==> src/include/dos_pkg.sv <==
// constants and types shared by the output offset servo control block
package dos_pkg;

    // ************************************************************
    // register indices (byte address is four times the index)
    // ************************************************************
    localparam logic [7:0] IDX_ENABLE = 8'h40;
    localparam logic [7:0] IDX_TRIGGER = 8'h44;
    localparam logic [7:0] IDX_PERIODS = 8'h45;
    localparam logic [7:0] IDX_STATUS = 8'h46;
    localparam logic [7:0] IDX_LINE_COUNT = 8'h47;
    localparam logic [7:0] IDX_HP_COUNT = 8'h48;
    localparam logic [7:0] IDX_CORRECTION = 8'h49;
    localparam logic [7:0] IDX_IRQ_STATUS = 8'h4a;
    localparam logic [7:0] IDX_IRQ_MASK = 8'h4b;
    localparam int IDX_LSB = 2;
    localparam int IDX_MSB = 9;

    // ************************************************************
    // field positions
    // ************************************************************
    localparam int SINGLE_LSB = 12;
    localparam int SERIES_LSB = 8;
    localparam int WRITE_DONE_LSB = 4;
    localparam int STARTUP_DONE_LSB = 0;
    localparam int LINE_PERIOD_LSB = 8;
    localparam int HP_PERIOD_LSB = 0;
    localparam int NUM_CHAN = 4;
    localparam int LINE_PAIR = 1;
    localparam int HP_PAIR = 0;

    // ************************************************************
    // reset values and limits
    // ************************************************************
    localparam logic [6:0] COUNT_RST = 7'h2a;
    localparam logic [3:0] PERIOD_RST = 4'ha;
    localparam logic [3:0] PERIOD_OFF = 4'h0;
    localparam logic [7:0] CORR_MAX = 8'h7f;
    localparam logic [7:0] CORR_MIN = 8'h80;

    // ************************************************************
    // timing
    // ************************************************************
    localparam int CLK_PERIOD_NS = 10;
    localparam int TICK_TIME_US = 256000;
    localparam int TICK_CYCLES = TICK_TIME_US * 1000 / CLK_PERIOD_NS;

    typedef enum logic [1:0] {CH_IDLE, CH_MEAS, CH_RELEASE} dos_chan_state_t;

endpackage

==> src/logic/dos_servo_ctrl.sv <==
// output offset servo control: triggers, series, periodic timer, bus slave
//
// Chosen here: the AHB-Lite register port.
`timescale 1ns/1ps
module dos_servo_ctrl #(
    parameter int TICK_CYCLES = dos_pkg::TICK_CYCLES
) (
    // clock and reset
    input wire logic hclk,
    input wire logic hresetn,
    // ahb-lite slave
    input wire logic hsel,
    input wire logic [31:0] haddr,
    input wire logic [1:0] htrans,
    input wire logic hwrite,
    input wire logic [2:0] hsize,
    input wire logic [31:0] hwdata,
    input wire logic hready,
    output logic hreadyout,
    output logic hresp,
    output logic [31:0] hrdata,
    // completion pulses from the start-up and write-mode servo logic
    input wire logic [3:0] startup_done_pulse,
    input wire logic [3:0] write_done_pulse,
    // analogue measurement handshake
    output logic [3:0] meas_req,
    input wire logic [3:0] meas_done,
    input wire logic [3:0] meas_high,
    // correction values and gating
    output logic [31:0] offset_correction_value,
    output logic [3:0] servo_channel_enable,
    // interrupt
    output logic irq
);

    localparam int PW = $clog2(TICK_CYCLES + 1);
    localparam logic [PW-1:0] PRESC_LAST = PW'(TICK_CYCLES - 1);

    // ************************************************************
    // state
    // ************************************************************
    logic dp_write_reg, dp_write_next;
    logic dp_read_reg, dp_read_next;
    logic dp_hit_reg, dp_hit_next;
    logic [7:0] dp_idx_reg, dp_idx_next;
    logic hreadyout_reg, hreadyout_next;
    logic [31:0] hrdata_reg, hrdata_next;
    logic [3:0] enable_reg, enable_next;
    logic [3:0] line_period_reg, line_period_next;
    logic [3:0] hp_period_reg, hp_period_next;
    logic [6:0] line_count_reg, line_count_next;
    logic [6:0] hp_count_reg, hp_count_next;
    logic [7:0] done_flags_reg, done_flags_next;
    logic [3:0] irq_status_reg, irq_status_next;
    logic [3:0] irq_mask_reg, irq_mask_next;
    logic irq_reg, irq_next;
    logic [PW-1:0] presc_reg, presc_next;
    logic [15:0] pair_cnt_reg [2];
    logic [15:0] pair_cnt_next [2];
    logic [3:0] done_s1_reg, done_s2_reg;
    logic [3:0] high_s1_reg, high_s2_reg;
    dos_pkg::dos_chan_state_t state_reg [4];
    dos_pkg::dos_chan_state_t state_next [4];
    logic [7:0] ops_reg [4];
    logic [7:0] ops_next [4];
    logic [7:0] corr_reg [4];
    logic [7:0] corr_next [4];
    logic [3:0] single_busy_reg, single_busy_next;
    logic [3:0] series_busy_reg, series_busy_next;
    logic [3:0] meas_req_reg, meas_req_next;

    logic take, wr_en, rd_en, tick;
    logic [1:0] fire;
    logic [3:0] single_go, series_go, periodic_go, chan_event;
    logic [3:0] period_of [2];
    logic [15:0] limit [2];

    // ************************************************************
    // bus slave: writes zero wait, reads one wait state
    // ************************************************************
    // the read wait state lets a write in the previous data phase land
    // before the read value is sampled
    always_comb
    begin
        take = hsel && htrans[1] && hready;
        dp_write_next = take && hwrite;
        dp_read_next = take && !hwrite;
        dp_idx_next = take ? haddr[dos_pkg::IDX_MSB:dos_pkg::IDX_LSB] : dp_idx_reg;
        dp_hit_next = take ? (haddr[31:10] == 22'h0 && haddr[1:0] == 2'h0) : dp_hit_reg;
        hreadyout_next = !(take && !hwrite);
        wr_en = dp_write_reg && dp_hit_reg;
        rd_en = dp_read_reg && dp_hit_reg;
        hrdata_next = hrdata_reg;
        if (dp_read_reg)
        begin
            hrdata_next = 32'h0;
            if (dp_hit_reg)
            begin
                unique case (dp_idx_reg)
                    dos_pkg::IDX_ENABLE: hrdata_next = {28'h0, enable_reg};
                    dos_pkg::IDX_TRIGGER:
                        hrdata_next = {16'h0, single_busy_reg, series_busy_reg, 8'h0};
                    dos_pkg::IDX_PERIODS:
                        hrdata_next = {20'h0, line_period_reg, 4'h0, hp_period_reg};
                    dos_pkg::IDX_STATUS: hrdata_next = {24'h0, done_flags_reg};
                    dos_pkg::IDX_LINE_COUNT: hrdata_next = {25'h0, line_count_reg};
                    dos_pkg::IDX_HP_COUNT: hrdata_next = {25'h0, hp_count_reg};
                    dos_pkg::IDX_CORRECTION:
                        hrdata_next = {corr_reg[3], corr_reg[2], corr_reg[1], corr_reg[0]};
                    dos_pkg::IDX_IRQ_STATUS: hrdata_next = {28'h0, irq_status_reg};
                    dos_pkg::IDX_IRQ_MASK: hrdata_next = {28'h0, irq_mask_reg};
                    default: hrdata_next = 32'h0;
                endcase
            end
        end
    end

    always_ff @(posedge hclk or negedge hresetn)
    begin
        if (!hresetn)
        begin
            dp_write_reg <= 1'b0;
            dp_read_reg <= 1'b0;
            dp_hit_reg <= 1'b0;
            dp_idx_reg <= 8'h0;
            hreadyout_reg <= 1'b1;
            hrdata_reg <= 32'h0;
        end
        else
        begin
            dp_write_reg <= dp_write_next;
            dp_read_reg <= dp_read_next;
            dp_hit_reg <= dp_hit_next;
            dp_idx_reg <= dp_idx_next;
            hreadyout_reg <= hreadyout_next;
            hrdata_reg <= hrdata_next;
        end
    end

    // ************************************************************
    // configuration, status and interrupt registers
    // ************************************************************
    always_comb
    begin
        enable_next = enable_reg;
        line_period_next = line_period_reg;
        hp_period_next = hp_period_reg;
        line_count_next = line_count_reg;
        hp_count_next = hp_count_reg;
        irq_mask_next = irq_mask_reg;
        if (wr_en)
        begin
            unique case (dp_idx_reg)
                dos_pkg::IDX_ENABLE: enable_next = hwdata[3:0];
                dos_pkg::IDX_PERIODS:
                begin
                    line_period_next = hwdata[dos_pkg::LINE_PERIOD_LSB +: 4];
                    hp_period_next = hwdata[dos_pkg::HP_PERIOD_LSB +: 4];
                end
                dos_pkg::IDX_LINE_COUNT: line_count_next = hwdata[6:0];
                dos_pkg::IDX_HP_COUNT: hp_count_next = hwdata[6:0];
                dos_pkg::IDX_IRQ_MASK: irq_mask_next = hwdata[3:0];
                default: enable_next = enable_reg;
            endcase
        end
        // sticky start-up and write-mode done flags
        // a flag is dropped when its channel is disabled; a new pulse wins
        done_flags_next = (done_flags_reg & {enable_reg, enable_reg})
            | {write_done_pulse, startup_done_pulse};
        // set wins over the clear-on-read
        irq_status_next = chan_event
            | (irq_status_reg & ~{4{rd_en && dp_idx_reg == dos_pkg::IDX_IRQ_STATUS}});
        irq_next = |(irq_status_next & irq_mask_next);
    end

    always_ff @(posedge hclk or negedge hresetn)
    begin
        if (!hresetn)
        begin
            enable_reg <= 4'h0;
            line_period_reg <= dos_pkg::PERIOD_RST;
            hp_period_reg <= dos_pkg::PERIOD_RST;
            line_count_reg <= dos_pkg::COUNT_RST;
            hp_count_reg <= dos_pkg::COUNT_RST;
            done_flags_reg <= 8'h0;
            irq_status_reg <= 4'h0;
            irq_mask_reg <= 4'h0;
            irq_reg <= 1'b0;
        end
        else
        begin
            enable_reg <= enable_next;
            line_period_reg <= line_period_next;
            hp_period_reg <= hp_period_next;
            line_count_reg <= line_count_next;
            hp_count_reg <= hp_count_next;
            done_flags_reg <= done_flags_next;
            irq_status_reg <= irq_status_next;
            irq_mask_reg <= irq_mask_next;
            irq_reg <= irq_next;
        end
    end

    // ************************************************************
    // periodic update timer
    // ************************************************************
    always_comb
    begin
        tick = (presc_reg == PRESC_LAST);
        presc_next = (tick || (wr_en && dp_idx_reg == dos_pkg::IDX_PERIODS))
            ? '0 : PW'(presc_reg + 1'b1);
        period_of[dos_pkg::HP_PAIR] = hp_period_reg;
        period_of[dos_pkg::LINE_PAIR] = line_period_reg;
        for (int p = 0; p < 2; p++)
        begin
            // interval of two to the code ticks
            limit[p] = 16'((17'h1 << period_of[p]) - 17'h1);
            fire[p] = tick && period_of[p] != dos_pkg::PERIOD_OFF && pair_cnt_reg[p] == limit[p];
            if (period_of[p] == dos_pkg::PERIOD_OFF
                || (wr_en && dp_idx_reg == dos_pkg::IDX_PERIODS) || fire[p])
                pair_cnt_next[p] = 16'h0;
            else if (tick)
                pair_cnt_next[p] = 16'(pair_cnt_reg[p] + 16'h1);
            else
                pair_cnt_next[p] = pair_cnt_reg[p];
        end
    end

    always_ff @(posedge hclk or negedge hresetn)
    begin
        if (!hresetn)
        begin
            presc_reg <= '0;
            pair_cnt_reg[0] <= 16'h0;
            pair_cnt_reg[1] <= 16'h0;
        end
        else
        begin
            presc_reg <= presc_next;
            pair_cnt_reg[0] <= pair_cnt_next[0];
            pair_cnt_reg[1] <= pair_cnt_next[1];
        end
    end

    // ************************************************************
    // per-channel measure-and-correct engines
    // ************************************************************
    // a trigger on a busy channel is dropped rather than queued
    always_comb
    begin
        single_busy_next = single_busy_reg;
        series_busy_next = series_busy_reg;
        for (int i = 0; i < dos_pkg::NUM_CHAN; i++)
        begin
            state_next[i] = state_reg[i];
            ops_next[i] = ops_reg[i];
            corr_next[i] = corr_reg[i];
            meas_req_next[i] = meas_req_reg[i];
            chan_event[i] = 1'b0;
            // zero bits and disabled channels ignored
            single_go[i] = wr_en && dp_idx_reg == dos_pkg::IDX_TRIGGER
                && hwdata[dos_pkg::SINGLE_LSB + i] && enable_reg[i]
                && state_reg[i] == dos_pkg::CH_IDLE;
            series_go[i] = wr_en && dp_idx_reg == dos_pkg::IDX_TRIGGER
                && hwdata[dos_pkg::SERIES_LSB + i] && enable_reg[i]
                && state_reg[i] == dos_pkg::CH_IDLE && !single_go[i];
            periodic_go[i] = fire[i / 2] && enable_reg[i]
                && state_reg[i] == dos_pkg::CH_IDLE && !single_go[i] && !series_go[i];
            unique case (state_reg[i])
                dos_pkg::CH_IDLE:
                begin
                    if (single_go[i] || periodic_go[i])
                    begin
                        ops_next[i] = 8'h1;
                        single_busy_next[i] = single_go[i];
                        state_next[i] = dos_pkg::CH_MEAS;
                        meas_req_next[i] = 1'b1;
                    end
                    else if (series_go[i])
                    begin
                        ops_next[i] = (i >= 2) ? 8'(line_count_reg) + 8'h1
                            : 8'(hp_count_reg) + 8'h1;
                        series_busy_next[i] = 1'b1;
                        state_next[i] = dos_pkg::CH_MEAS;
                        meas_req_next[i] = 1'b1;
                    end
                end
                dos_pkg::CH_MEAS:
                begin
                    if (done_s2_reg[i])
                    begin
                        if (high_s2_reg[i] && corr_reg[i] != dos_pkg::CORR_MIN)
                            corr_next[i] = 8'(corr_reg[i] - 8'h1);
                        else if (!high_s2_reg[i] && corr_reg[i] != dos_pkg::CORR_MAX)
                            corr_next[i] = 8'(corr_reg[i] + 8'h1);
                        ops_next[i] = 8'(ops_reg[i] - 8'h1);
                        meas_req_next[i] = 1'b0;
                        state_next[i] = dos_pkg::CH_RELEASE;
                    end
                end
                dos_pkg::CH_RELEASE:
                begin
                    if (!done_s2_reg[i])
                    begin
                        // a disabled channel stops after the step in flight
                        if (ops_reg[i] != 8'h0 && enable_reg[i])
                        begin
                            meas_req_next[i] = 1'b1;
                            state_next[i] = dos_pkg::CH_MEAS;
                        end
                        else
                        begin
                            single_busy_next[i] = 1'b0;
                            series_busy_next[i] = 1'b0;
                            ops_next[i] = 8'h0;
                            chan_event[i] = 1'b1;
                            state_next[i] = dos_pkg::CH_IDLE;
                        end
                    end
                end
                default: state_next[i] = dos_pkg::CH_IDLE;
            endcase
        end
    end

    always_ff @(posedge hclk or negedge hresetn)
    begin
        if (!hresetn)
        begin
            for (int i = 0; i < dos_pkg::NUM_CHAN; i++)
            begin
                state_reg[i] <= dos_pkg::CH_IDLE;
                ops_reg[i] <= 8'h0;
                corr_reg[i] <= 8'h0;
            end
            single_busy_reg <= 4'h0;
            series_busy_reg <= 4'h0;
            meas_req_reg <= 4'h0;
            done_s1_reg <= 4'h0;
            done_s2_reg <= 4'h0;
            high_s1_reg <= 4'h0;
            high_s2_reg <= 4'h0;
        end
        else
        begin
            for (int i = 0; i < dos_pkg::NUM_CHAN; i++)
            begin
                state_reg[i] <= state_next[i];
                ops_reg[i] <= ops_next[i];
                corr_reg[i] <= corr_next[i];
            end
            single_busy_reg <= single_busy_next;
            series_busy_reg <= series_busy_next;
            meas_req_reg <= meas_req_next;
            // analogue handshake inputs are asynchronous
            done_s1_reg <= meas_done;
            done_s2_reg <= done_s1_reg;
            high_s1_reg <= meas_high;
            high_s2_reg <= high_s1_reg;
        end
    end

    // ************************************************************
    // outputs
    // ************************************************************
    assign hreadyout = hreadyout_reg;
    assign hresp = 1'b0;
    assign hrdata = hrdata_reg;
    assign meas_req = meas_req_reg;
    assign offset_correction_value = {corr_reg[3], corr_reg[2], corr_reg[1], corr_reg[0]};
    assign servo_channel_enable = enable_reg;
    assign irq = irq_reg;
endmodule

==> config.mk <==
export PLATFORM = sky130hd
export DESIGN_NAME = dos_servo_ctrl
export DESIGN_NICKNAME = d
export VERILOG_FILES = /design/src/include/dos_pkg.sv /design/src/logic/dos_servo_ctrl.sv
export SDC_FILE = /design/constraint.sdc
export NUM_CORES = 1
export LEC_CHECK = 0
export BUFFER_PORTS_ARGS = -buffer_cell sky130_fd_sc_hd__buf_2
export CORE_MARGIN = 5
export CORE_UTILIZATION = 30
export DETAILED_ROUTE_END_ITERATION = 16
export PLACE_DENSITY = 0.59
export SKIP_CTS_REPAIR_TIMING = 1
export SYNTH_ARGS = -nofsm -noshare
export SYNTH_HDL_FRONTEND = slang
export SYNTH_SLANG_ARGS = --single-unit
==> constraint.sdc <==
create_clock -name hclk -period 4.15 [get_ports hclk]
set_clock_uncertainty 0.05 [all_clocks]
set_input_delay 0.6225 -clock hclk [delete_from_list [all_inputs] [get_ports hclk]]
set_output_delay 0.6225 -clock hclk [all_outputs]
set_load 0.005 [all_outputs]
==> results of run 1 <==
cells by family after synthesis:
logic type	after synthesis	synth area share
compound gates	384	0.1766
xor+xnor	95	0.05725
fa+ha+maj	59	0.05286
buf+inv	181	0.05088
flops	244	0.4211
mux	90	0.06913
other cells	1	0.0002580
simple gates	472	0.1719
routing by layer:
layer / global-route usage / part of all wire / vias to the layer above
li1: - / - / 5772
met1: 0.2054 / 0.47 / 6052
met2: 0.2376 / 0.46 / 254
met3: 0.02036 / 0.040 / 71
met4: 0.04166 / 0.026 / 0
met5: 0 / 0 / -
cell usage after synthesis (18+ instances only):
| master | count |
|---|---|
| sky130_fd_sc_hd__o22ai_1 | 37 |
| sky130_fd_sc_hd__nor2_1 | 118 |
| sky130_fd_sc_hd__nand2_1 | 105 |
| sky130_fd_sc_hd__nand2b_1 | 18 |
| sky130_fd_sc_hd__ha_1 | 55 |
| sky130_fd_sc_hd__o21ai_0 | 88 |
| sky130_fd_sc_hd__mux2_2 | 71 |
| sky130_fd_sc_hd__nand3_1 | 42 |
| sky130_fd_sc_hd__inv_1 | 114 |
| sky130_fd_sc_hd__dfrtp_1 | 233 |
| sky130_fd_sc_hd__and3_1 | 18 |
| sky130_fd_sc_hd__a21oi_1 | 75 |
| sky130_fd_sc_hd__nor3_1 | 31 |
| sky130_fd_sc_hd__xor2_1 | 41 |
| sky130_fd_sc_hd__clkbuf_1 | 42 |
| sky130_fd_sc_hd__xnor2_1 | 54 |
| sky130_fd_sc_hd__a21o_1 | 27 |
| sky130_fd_sc_hd__nand4_1 | 23 |
power by group through the flow:
| stage | sequential [W] | clock [W] | combinational [W] |
|---|---|---|---|
| 2_1_floorplan | 0.00285 | 0 | 0.00144 |
| 3_3_place_gp | 0.00296 | 0 | 0.00189 |
| 3_5_place_dp | 0.00297 | 0 | 0.00194 |
| 4_1_cts | 0.00293 | 0.00293 | 0.00195 |
| 5_1_grt | 0.00297 | 0.00303 | 0.00219 |
| 6_report | 0.00294 | 0.00286 | 0.00194 |
critical path: cells and delay by family, from the launching register on:
family          cells  cell delay [ps]
simple gates        5             1710
compound gates      4              760
flops               1              370
mux                 1              350
fa+ha+maj           1              290
buf+inv             1              190
through the flow:
step	utilization	instances	instance area, µm²
finish	0.3567	2300	17070
floorplan	-	1526	14530
CTS	0.3567	2299	17070
global placement	0.3338	2245	15970
global route	0.3567	2300	17070
detailed placement	0.3338	2245	15970
final timing paths:
| check | end | slack (ps) |
|---|---|---|
| setup / recovery | state_reg[4] | 310 |
| hold / removal | offset_correction_value[4] | 10 |
| setup reg to reg | state_reg[4] | 310 |
| hold reg to reg | done_s2_reg[2] | 300 |
| max in group asynchronous | offset_correction_value[20] | 3090 |
| min in group hclk | high_s1_reg[0] | 110 |
cell usage in the layout (no fill, tap or decap), drive strengths merged, types with 10 or more instances in the layout:
cell type	n
dfrtp	233
buf	171
nor2	118
inv	116
nand2	105
o21ai	97
mux2	77
a21oi	75
ha	55
xnor2	54
nand3	42
xor2	41
clkbuf	39
o22ai	37
nor3	33
a21o	27
nand4	23
nand2b	19
and3	18
nor4	17
a22oi	16
or3	16
o21bai	15
mux2i	13
a31oi	13
dfstp	11
or2	11
o21a	10
o31ai	10
a221oi	10
cell type report:
| cell class | instances | share of cell area |
|---|---|---|
| antenna | 1 | 0.0001466 |
| clock buffer | 39 | 0.05131 |
| clock inverter | 15 | 0.01275 |
| inverter | 114 | 0.02507 |
| multi-input combinational | 1101 | 0.4507 |
| sequential | 244 | 0.3585 |
| tap | 615 | 0.04508 |
| timing repair buffer | 171 | 0.05644 |
==> results by stage, run 1 <==
Timing:
- The headroom to the max-slew limit is 0.2692.
- The transition time at the pin with the least slew margin is 1090 ps.
- Setup repair after global routing left no endpoint under its margin.
- Adding up every negative setup slack in the final design gives 0 ps.
- The clock period could shrink to 3837 ps.
- The period utilization is 0.9245.
- Based on the critical path, the design can be clocked at up to 0.2606 GHz.
- The number of hold-slack violations in the final timing report is 0.
- The number of pins with negative max-slew slack in the final report is 0.
- Final hold analysis gives a worst-case slack of 10.01 ps.
- The worst path meets setup with about 310 ps of slack.
- Setup violations remaining at the end of the flow were counted as 0.

Drt:
- Before antenna repair, the detailed router went through 5 iterations.
- Using the TritonRoute via totals, the vias-per-cell ratio works out to 5.282.
- The remaining antenna violation count is 0.
- The detailed router finished its first iteration with 720 violations.
- The total via count after detailed routing is 12,150.
- After detailed routing, the number of remaining DRC violations is 0.
- The average wire per standard cell is 17.42 µm.
- The final wirelength is 40,070 µm.

Die:
- The floorplan has 80 rows.
- The die covers 52,940 µm².
- The number of top-level pins is 165.
- The core footprint is 47,850 µm².
- The effective utilization at floorplan is 0.3037.
- The die height is 230.1 µm.
- The die is 230.1 µm wide.

Layout:
- The sequential cells in the finished layout cover a total of 6120 µm².
- The area growth from synthesis to layout is 17.45%.
- Counting the fill cells in the layout gives 4,796.
- The number of nets in the final layout is 1,811.
- The fraction of final layout cells with drive strength greater than 1 is 0.2072.
- The multi-input gate area in the final layout is just under 8000 µm².

Setup path:
- Data on the critical path is required at its endpoint by ~4500 ps.
- The startpoint of the most critical setup path is hp_period_reg[0].
- The signal on the critical path passes through or2_1 -> or3_1 -> ha_1 -> buf_4 -> and2_1 -> o211ai_1 -> a211oi_1 -> or4_4 -> nor3_2 -> o21ai_2 -> a221oi_2 -> mux2_1.
- The delay of the slowest cell on the worst path is 600 ps.
- The largest fanout on the critical path is 10.
- The number of cells on the worst reg-to-reg path is 12.
- The data arrival at the endpoint of the critical path is 4230 ps.
- The worst setup path is launched from a flop.
- The critical path in this run is classified as reg2reg.
- The origin of the critical flop-to-flop path is hp_period_reg[0].
- The worst setup path is captured at a flop.
- The largest individual stage delay along the critical path comes from the cell sky130_fd_sc_hd__or4_4.

Global route:
- The total global-route track usage is 0.1464.
- The maximum number of pins on one net before global-route repair is 96.
- The number of antenna violations at the first check in global routing is 2.
- After global routing the overflow that remains totals 0.
- The first global-routing pass estimated approximately 65,000 µm of wire.
- The via count of the first global-routing pass came to 11,930.

Pwr:
- The relative contribution of sequential cells to total power is 0.379.
- The internal portion of the total power is between 0.005 and 0.006 W.
- The power density over cell area is 453.5 nW/µm².
- Summed over all cells, the static leakage comes to about 7.5 nW.
- Of the total power, combinational logic draws 0.251.
- Of the total power, the clock network draws 0.369.
- The worst ir drop on vdd is approximately 460 µV.
- Of the total power, the share spent switching nets is 0.3188.
- The total power of the final layout is roughly 0.0077 W.
- The net switching power is 0.002468 W.

Run:
- The number of max-cap violations is 0.

Placed design:
- The global placer's final weighted congestion is approximately 0.86.
- Once detailed placement completed, the half-perimeter wirelength came to 29,540 µm.
- OpenSTA, run right after detailed placement, puts the worst setup slack at 327.3 ps.
- In this run the tool buffered the top-level ports with 142 buffer cells.

Clock network:
- The TritonCTS sink count is 244.
- The root cell of the clock tree is sky130_fd_sc_hd__clkbuf_16.
- At the later pin of the worst-skew pair, clock insertion delay measures approximately 570 ps.
- Counting the buffers created by CTS gives 30.
- The worst-case clock buffer depth is 3.
- The CTS tree is yes.
- The post-CTS clock slew at the launch and capture registers of the worst setup and hold paths is roughly 60 ps.
- The number of H-tree levels is 1.

Synth:
- The number of enable-type register cells in the synthesized netlist is 0.
- The number of nets produced by synthesis is 1,675.
- The Yosys step of the flow raised 0 warnings.
- The proportion of register bits with asynchronous set or reset after synthesis is 1.000.
- The netlist uses 94 different library cells.
- By area the synthesized netlist is led by sky130_fd_sc_hd__dfrtp_1 40%, sky130_fd_sc_hd__mux2_2 5.5%, sky130_fd_sc_hd__ha_1 4.7%.
- The synthesized area divided by synthesized cell count is 9.523 µm².
- Synthesis produced 1,526 cells.
- Among all flip-flop cells after synthesis, the most frequent one is sky130_fd_sc_hd__dfrtp_1.
- The biggest area contributor in the post-synthesis netlist is sky130_fd_sc_hd__dfrtp_1.
- The synthesized design contains between 200 and 250 register bits.
- The portion of the post-synthesis area used by sequential elements is 0.4211.
- In this run the cell area of the synthesized design comes to roughly 15,000 µm².
- The share of synthesized area in the top cell type comes to 0.4012.

Worst hold path:
- The path class of the tightest hold or removal check is in2async.

Outcome:
- The flow ran to the end, and the final reports show no timing, DRC or antenna violations.
No activity file was read; power rests on OpenSTA's default activity.
==> run 2, diff against run 1 <==
--- a/config.mk
+++ b/config.mk
@@ -7,9 +7,9 @@
 export LEC_CHECK = 0
 export BUFFER_PORTS_ARGS = -buffer_cell sky130_fd_sc_hd__buf_2
 export CORE_MARGIN = 5
-export CORE_UTILIZATION = 30
+export CORE_UTILIZATION = 51
 export DETAILED_ROUTE_END_ITERATION = 16
-export PLACE_DENSITY = 0.59
+export PLACE_DENSITY = 0.85
 export SKIP_CTS_REPAIR_TIMING = 1
 export SYNTH_ARGS = -nofsm -noshare
 export SYNTH_HDL_FRONTEND = slang
==> run 2 against run 1 <==
Global-route usage is 10 points higher; largest power group unchanged; cell area is 2.1% lower; critical endpoint is now ops_reg[16]; largest cell class unchanged; count of clock-buffer cells in the layout is 4 lower; wire length is 0.18% lower.
==> results by stage, run 2 (synthesis results as in run 1) <==
Outcome:
- The flow ran to the end, and the final reports show no timing, DRC or antenna violations.

Setup path:
- On the worst path, the slowest cell contributes a delay of about 500 ps.
- STA classifies the critical path startpoint as a flop.
- Among the stages of the critical path, the cell type that occurs most often is sky130_fd_sc_hd__xnor2_1.
- The data arrival at the endpoint of the critical path is 4420 ps.
- The dominant delay contributor by cell family on the critical path is simple AND/OR/NAND/NOR gates.
- The worst-path cell with the longest stage delay is sky130_fd_sc_hd__or4_4.
- Walking the worst path, the cells encountered are or2_1 -> or3_1 -> ha_1 -> xnor2_1 -> xnor2_1 -> or4_1 -> or4_4 -> a2111oi_2 -> o211ai_2 -> a21oi_1 -> a2bb2oi_1.
- The worst setup path is captured at a flop.
- The kind of critical path is reg2reg.
- In this run the worst path has a maximum fanout of 8.
- The required time at the endpoint of the critical path is roughly 4600 ps.
- Counting both buffers and inverters, the worst setup path holds a total of 0.

Layout:
- Summing all flip-flop and latch instances after layout gives roughly 6000 µm².
- The post-route standard cell area excluding fillers is 16,720 µm².
- At the end of the flow the core is filled with cells to 0.5984.
- The library cells used most frequently in the layout, excluding fill and tap cells, are 233 x sky130_fd_sc_hd__dfrtp_1, 141 x sky130_fd_sc_hd__buf_2, 118 x sky130_fd_sc_hd__nor2_1, 114 x sky130_fd_sc_hd__inv_1, 105 x sky130_fd_sc_hd__nand2_1.
- The number of nets in the final layout is 1,808.
- Of the cells placed in the final design, the portion with a size suffix greater than 1 is 0.2040.
- The library cell used most frequently in the layout, excluding fill and tap cells, is sky130_fd_sc_hd__dfrtp_1.
- The multi-input gate area in the final layout is 7694 µm².
- The area growth from synthesis to layout is 15.02%.
- Fill cells in the final layout number 2,283.

Die:
- The die height is about 180 µm.
- The floorplan step defined a die boundary enclosing 31,970 µm².
- 165 I/O pins were placed.
- The effective utilization at floorplan is 0.5202.
- The floorplan step defined a core boundary enclosing 27,930 µm².
- The horizontal die dimension is 178.8 µm.
- The floorplan row count is 61.

Drt:
- In this run the remaining antenna-violating nets after routing total 0.
- The total via count after detailed routing is 12,600.
- The number of DRC markers in iteration 0 is 1,057.
- The post-detailed-route via-to-cell ratio is 6.108.
- The remaining design rule violation count is 0.
- The first-pass detailed-route iteration total is 5.
- The final wirelength is 40,000 µm.
- In the final routed layout, each cell accounts on average for about 19 µm.

Global route:
- Entering global routing, the biggest net connects 111 pins.
- In the global route stage, overall resource usage came out at 0.2475.
- The first global-routing pass estimated 64,690 µm of wire.
- Global routing finished with a remaining overflow of 0.
- The via count of the first global-routing pass is approximately 12,000.
- The number of antenna violations at the first check in global routing came to 5.

Timing:
- Setup repair after global routing left no endpoint under its margin.
- The number of hold-slack violations in the final timing report is 0.
- The total setup violations reported at the end of the flow is 0.
- The headroom to the max-slew limit is 0.3997.
- The number of pins with negative max-slew slack in the final report is 0.
- At the pin with the least slew margin, the transition time is 897.1 ps.
- The period utilization is 0.9678.
- The tightest hold path in the finished design has a slack of slightly below 70 ps.
- The clock period could shrink to 4016 ps.
- The highest clock rate is between 0.2 and 0.25 GHz.
- Adding up every negative setup slack in the final design gives 0 ps.

Pwr:
- The worst ir drop on vdd is about 480 µV.
- The power density over cell area is 460.6 nW/µm².
- Summed over all cells, the static leakage comes to 7.439 nW.
- The share of total power in the clock network is 0.362.
- Internal power comes to 0.005214 W.
- The share of total power dissipated in sequential elements is 0.383.
- The switching portion of total power is 0.3229.
- The share of total power dissipated in combinational logic is 0.254.
- The total power of the final layout is 0.007700 W.
- In this run the power spent charging and discharging nets is 0.002486 W.

Clock network:
- CTS built an H-tree with a depth of 1.
- The number of buffers added by the clock tree synthesis step is 28.
- The source-to-sink clock delay at the later pin of the worst-skew pair is 580 ps.
- Clock tree synthesis found a total of 244 sinks.
- The cell sitting at the root of the clock tree is a sky130_fd_sc_hd__clkbuf_16.
- In this run the deepest clock path goes through 3 buffers.
- After clock tree synthesis, the clock-pin slew on the worst setup and hold paths is approximately 60 ps.
- The CTS tree is yes.

Placed design:
- The congestion estimate from routability-driven global placement came to 0.8852.
- The number of port buffers is 142.
- Once detailed placement completed, the half-perimeter wirelength came to 28,020 µm.
- After detailed placement, the total cell area comes to 15,650 µm².

Worst hold path:
- The worst min-delay path class is in2async.

Run:
- Max-cap violations in this run came to 0.
## run 2: cell types whose count changed in the layout (fill, tap and decap cells not counted), sizes merged
cell / before / now
buf: 171 / 170
bufinv: 5 / 7
clkbuf: 39 / 35
clkinv: 7 / 8
diode: 1 / 4
inv: 116 / 115
## run 2: final cells by class
| cell class | count | area share |
|---|---|---|
| multi-input cells | 1101 | 0.4603 |
| flip-flops and latches | 244 | 0.3661 |
| repair buffers | 170 | 0.05644 |
| clock buffers | 35 | 0.04528 |
| well taps | 378 | 0.02829 |
| inverters | 114 | 0.02560 |
| clock inverters | 17 | 0.01744 |
| diodes | 4 | 0.0005988 |
## run 2: power groups by stage
| stage | clock network (W) | logic, W | registers, W |
|---|---|---|---|
| after global routing | 0.00293 | 0.00215 | 0.00298 |
| after CTS | 0.00282 | 0.00193 | 0.00294 |
| after floorplan | 0 | 0.00144 | 0.00285 |
| after detailed placement | 0 | 0.00191 | 0.00297 |
| final | 0.00279 | 0.00196 | 0.00295 |
| after global placement | 0 | 0.00182 | 0.00296 |
## run 2: layer usage
layer  vias to the layer above  wire, µm  global-route usage
met4                         2      1488             0.09146
met5                         -        11                   0
li1                       5768         -                   -
met2                       491     19540              0.4122
met3                       123      3072             0.04724
met1                      6216     15880              0.3221
## run 2: final timing paths
kind / from / endpoint / slack [ps] / cells past startpoint
worst max-delay path: hp_period_reg[0] / ops_reg[16] / 130 / 11
worst min register to register: high_s1_reg[0] / high_s2_reg[0] / 290 / 0
max in group asynchronous: hresetn / presc_reg[8] / 2950 / 2
worst min-delay path: hresetn / high_s2_reg[0] / 70 / 1
worst max register to register: hp_period_reg[0] / ops_reg[16] / 130 / 11
min in group hclk: meas_high[1] / high_s1_reg[1] / 90 / 1
## run 2: per-stage QoR
| step | instances | setup WS, ps |
|---|---|---|
| floorplan | 1526 | 280.9 |
| global placement | 2007 | 332.9 |
| detailed placement | 2007 | 196.7 |
| CTS | 2059 | 197.6 |
| global route | 2063 | 0.05107 |
| finish | 2063 | 133.8 |
==> run 3, diff against run 2 <==
--- a/config.mk
+++ b/config.mk
@@ -10,6 +10,8 @@
 export CORE_UTILIZATION = 51
 export DETAILED_ROUTE_END_ITERATION = 16
 export PLACE_DENSITY = 0.85
+export RECOVER_POWER = 50
+export REMOVE_ABC_BUFFERS = 1
 export SKIP_CTS_REPAIR_TIMING = 1
 export SYNTH_ARGS = -nofsm -noshare
 export SYNTH_HDL_FRONTEND = slang
==> run 3 against run 2 <==
The flow now finishes with violations (max-capacitance violations, max-slew violations); core utilization decreased by 0.21 points; register-to-register slack improved by 210 ps; power decreased by 1.2%; setup slack improved by 210 ps; fmax increased by 5.5%; non-clock buffer count increased by 2; critical endpoint is now ops_reg[0]; largest power group unchanged.
==> results by stage, run 3 (synthesis results as in run 1) <==
Outcome:
- The flow ran to the end, but the final reports show violations.
- The checks that failed: max-capacitance violations, max-slew violations.

Die:
- The floorplan row count is a little over 60.
- The initial utilization of the core area, before any placement, comes to 0.5202.
- The number of top-level pins is 165.
- The core footprint is 27,930 µm².
- The die is 178.8 µm tall.
- The area of the die is 31,970 µm².
- The die is 178.8 µm wide.

Placed design:
- The worst-case setup slack after placement is ~190 ps.
- The post-DP HPWL is 27,710 µm.
- The number of placed instances, taps included, is 2,009.
- The global placer's final weighted congestion is approximately 0.93.
- In this run the tool buffered the top-level ports with between 100 and 150 buffer cells.

Global route:
- The first global-routing pass estimated 62,760 µm of wire.
- Entering global routing, the biggest net connects 111 pins.
- The number of antenna violations at the first check in global routing is 2.
- In the global route stage, overall resource usage came out at 0.2385.
- The remaining global-route overflow is 0.
- The via count of the first global-routing pass is 12,310.

Setup path:
- STA classifies the critical path endpoint as a flop.
- The largest fanout on the critical path is 16.
- The required time at the endpoint of the critical path is around 4500 ps.
- At the worst endpoint, the arrival time is ~4200 ps.
- The type of origin of the critical path is a flop.
- The kind of critical path is reg2reg.

Timing:
- The total negative slack for setup checks is 0 ps.
- The number of hold-slack violations in the final timing report is 0.
- The worst-case setup margin in the final layout is 341.9 ps.
- Setup repair after global routing left no endpoint under its margin.
- The minimum clock period is 3808 ps.
- Setup violations remaining at the end of the flow were counted as 0.
- The worst hold slack is between 100 and 150 ps.
- The highest clock rate is 0.2626 GHz.
- In the finished design, the share of the clock period the worst path needs comes to 0.9176.
- The number of pins with negative max-slew slack in the final report is 111.
- For the pin with the worst max-slew slack, the measured transition is 2717 ps.
- The headroom to the max-slew limit is -0.8113.

Pwr:
- The power density over cell area is roughly 460 nW/µm².
- The leakage power figure is 7.405 nW.
- The worst ir drop on vdd is 333.4 µV.

Drt:
- The final wirelength is 38,560 µm.
- The number of DRC markers in iteration 0 is roughly 1,000.
- The remaining design rule violation count is 0.
- After detailed routing, the number of vias per cell comes to roughly 6.1.
- The total via count after detailed routing is between 10,000 and 15,000.
- The remaining antenna violation count is 0.
- The first detailed-routing pass ran for 5 iterations.
- After detailed routing, the average wire length per cell comes to 18.71 µm.

Layout:
- Measured on the finished design, the core utilization comes to 0.5963.
- At the end of the flow, the number of nets in the layout was about 1,800.
- The most common cell after layout, fill and taps aside is sky130_fd_sc_hd__dfrtp_1.
- In the layout the commonest cells are 233 x sky130_fd_sc_hd__dfrtp_1, 139 x sky130_fd_sc_hd__buf_2, 118 x sky130_fd_sc_hd__nor2_1, 114 x sky130_fd_sc_hd__inv_1, 105 x sky130_fd_sc_hd__nand2_1.
- The area growth from synthesis to layout is 14.61%.
- Of the cells placed in the final design, the portion with a size suffix greater than 1 is 0.2033.
- The number of fillers in the final layout is 2,296.
- Once layout is complete, the cells apart from fillers number 2,061.

Worst hold path:
- The min-delay analysis places its worst path in the category in2reg.

Clock network:
- The root cell of the clock tree is sky130_fd_sc_hd__clkbuf_16.
- TritonCTS built the clock tree.
- CTS built an H-tree with a depth of 1.
- The source-to-sink clock delay at the later pin of the worst-skew pair is 560 ps.
- The worst-case clock buffer depth is 3.
- The tree built by TritonCTS fans out to approximately 240 sinks.
- Clock-pin slew was measured on the worst setup and hold paths at approximately 60 ps.
- The number of buffers added by the clock tree synthesis step is 28.

Run:
- Across the run, the number of max-cap violations was 1.
==> run 3: path summary, 6_finish.rpt <==
path,from,to,slack [ps],cells past startpoint
min in group asynchronous,hresetn,presc_reg[20],870,1
setup reg to reg,line_period_reg[0],ops_reg[0],340,11
setup / recovery,line_period_reg[0],ops_reg[0],340,11
hold / removal,meas_high[0],high_s1_reg[0],110,1
max in group asynchronous,hresetn,offset_correction_value[4],920,2
hold reg to reg,done_s1_reg[0],done_s2_reg[0],300,0
==> run 3: final cells by class <==
class	count	area, µm²	area share
Antenna cell	1	2.502	0.0001502
Clock buffer	36	760.7	0.04567
Clock inverter	15	245.2	0.01472
Inverter	114	427.9	0.02569
Multi-Input combinational cell	1101	7699	0.4622
Sequential cell	244	6120	0.3674
Tap cell	378	473.0	0.02840
Timing Repair Buffer	172	928.4	0.05574
==> run 3: critical path, cell delays in order, from the launching register on <==
cell and delay (ps):
sky130_fd_sc_hd__dfrtp_1 400, sky130_fd_sc_hd__nor4_2 470, sky130_fd_sc_hd__inv_1 170, sky130_fd_sc_hd__ha_1 350, sky130_fd_sc_hd__and2_1 180, sky130_fd_sc_hd__a221oi_1 340
sky130_fd_sc_hd__xnor2_1 170, sky130_fd_sc_hd__nand4bb_1 210, sky130_fd_sc_hd__or4_4 480, sky130_fd_sc_hd__a31o_4 310, sky130_fd_sc_hd__and2_0 170, sky130_fd_sc_hd__or3_1 360
==> run 3: report_power, final <==
part,internal [W],switching [W]
Sequential,0.00262,0.000321
Clock,0.00167,0.00103
Combinational,0.000867,0.00111
Total,0.00515,0.00246
==> run 3: metal layers <==
layer  vias to the layer above  wire length (µm)  GRT usage
li1                       5769                 -          -
met1                      6126             15620     0.3158
met2                       561             18540     0.3964
met3                        97              3160    0.03817
met4                         2              1225    0.08762
met5                         -                 7          0
==> run 3: metrics by stage <==
step	area (µm²)	total power (W)
3_3_place_gp	15670	0.004806
6_report	16660	0.007610
5_1_grt	16660	0.007982
3_5_place_dp	15670	0.004910
4_1_cts	16680	0.007613
2_1_floorplan	14220	0.004257
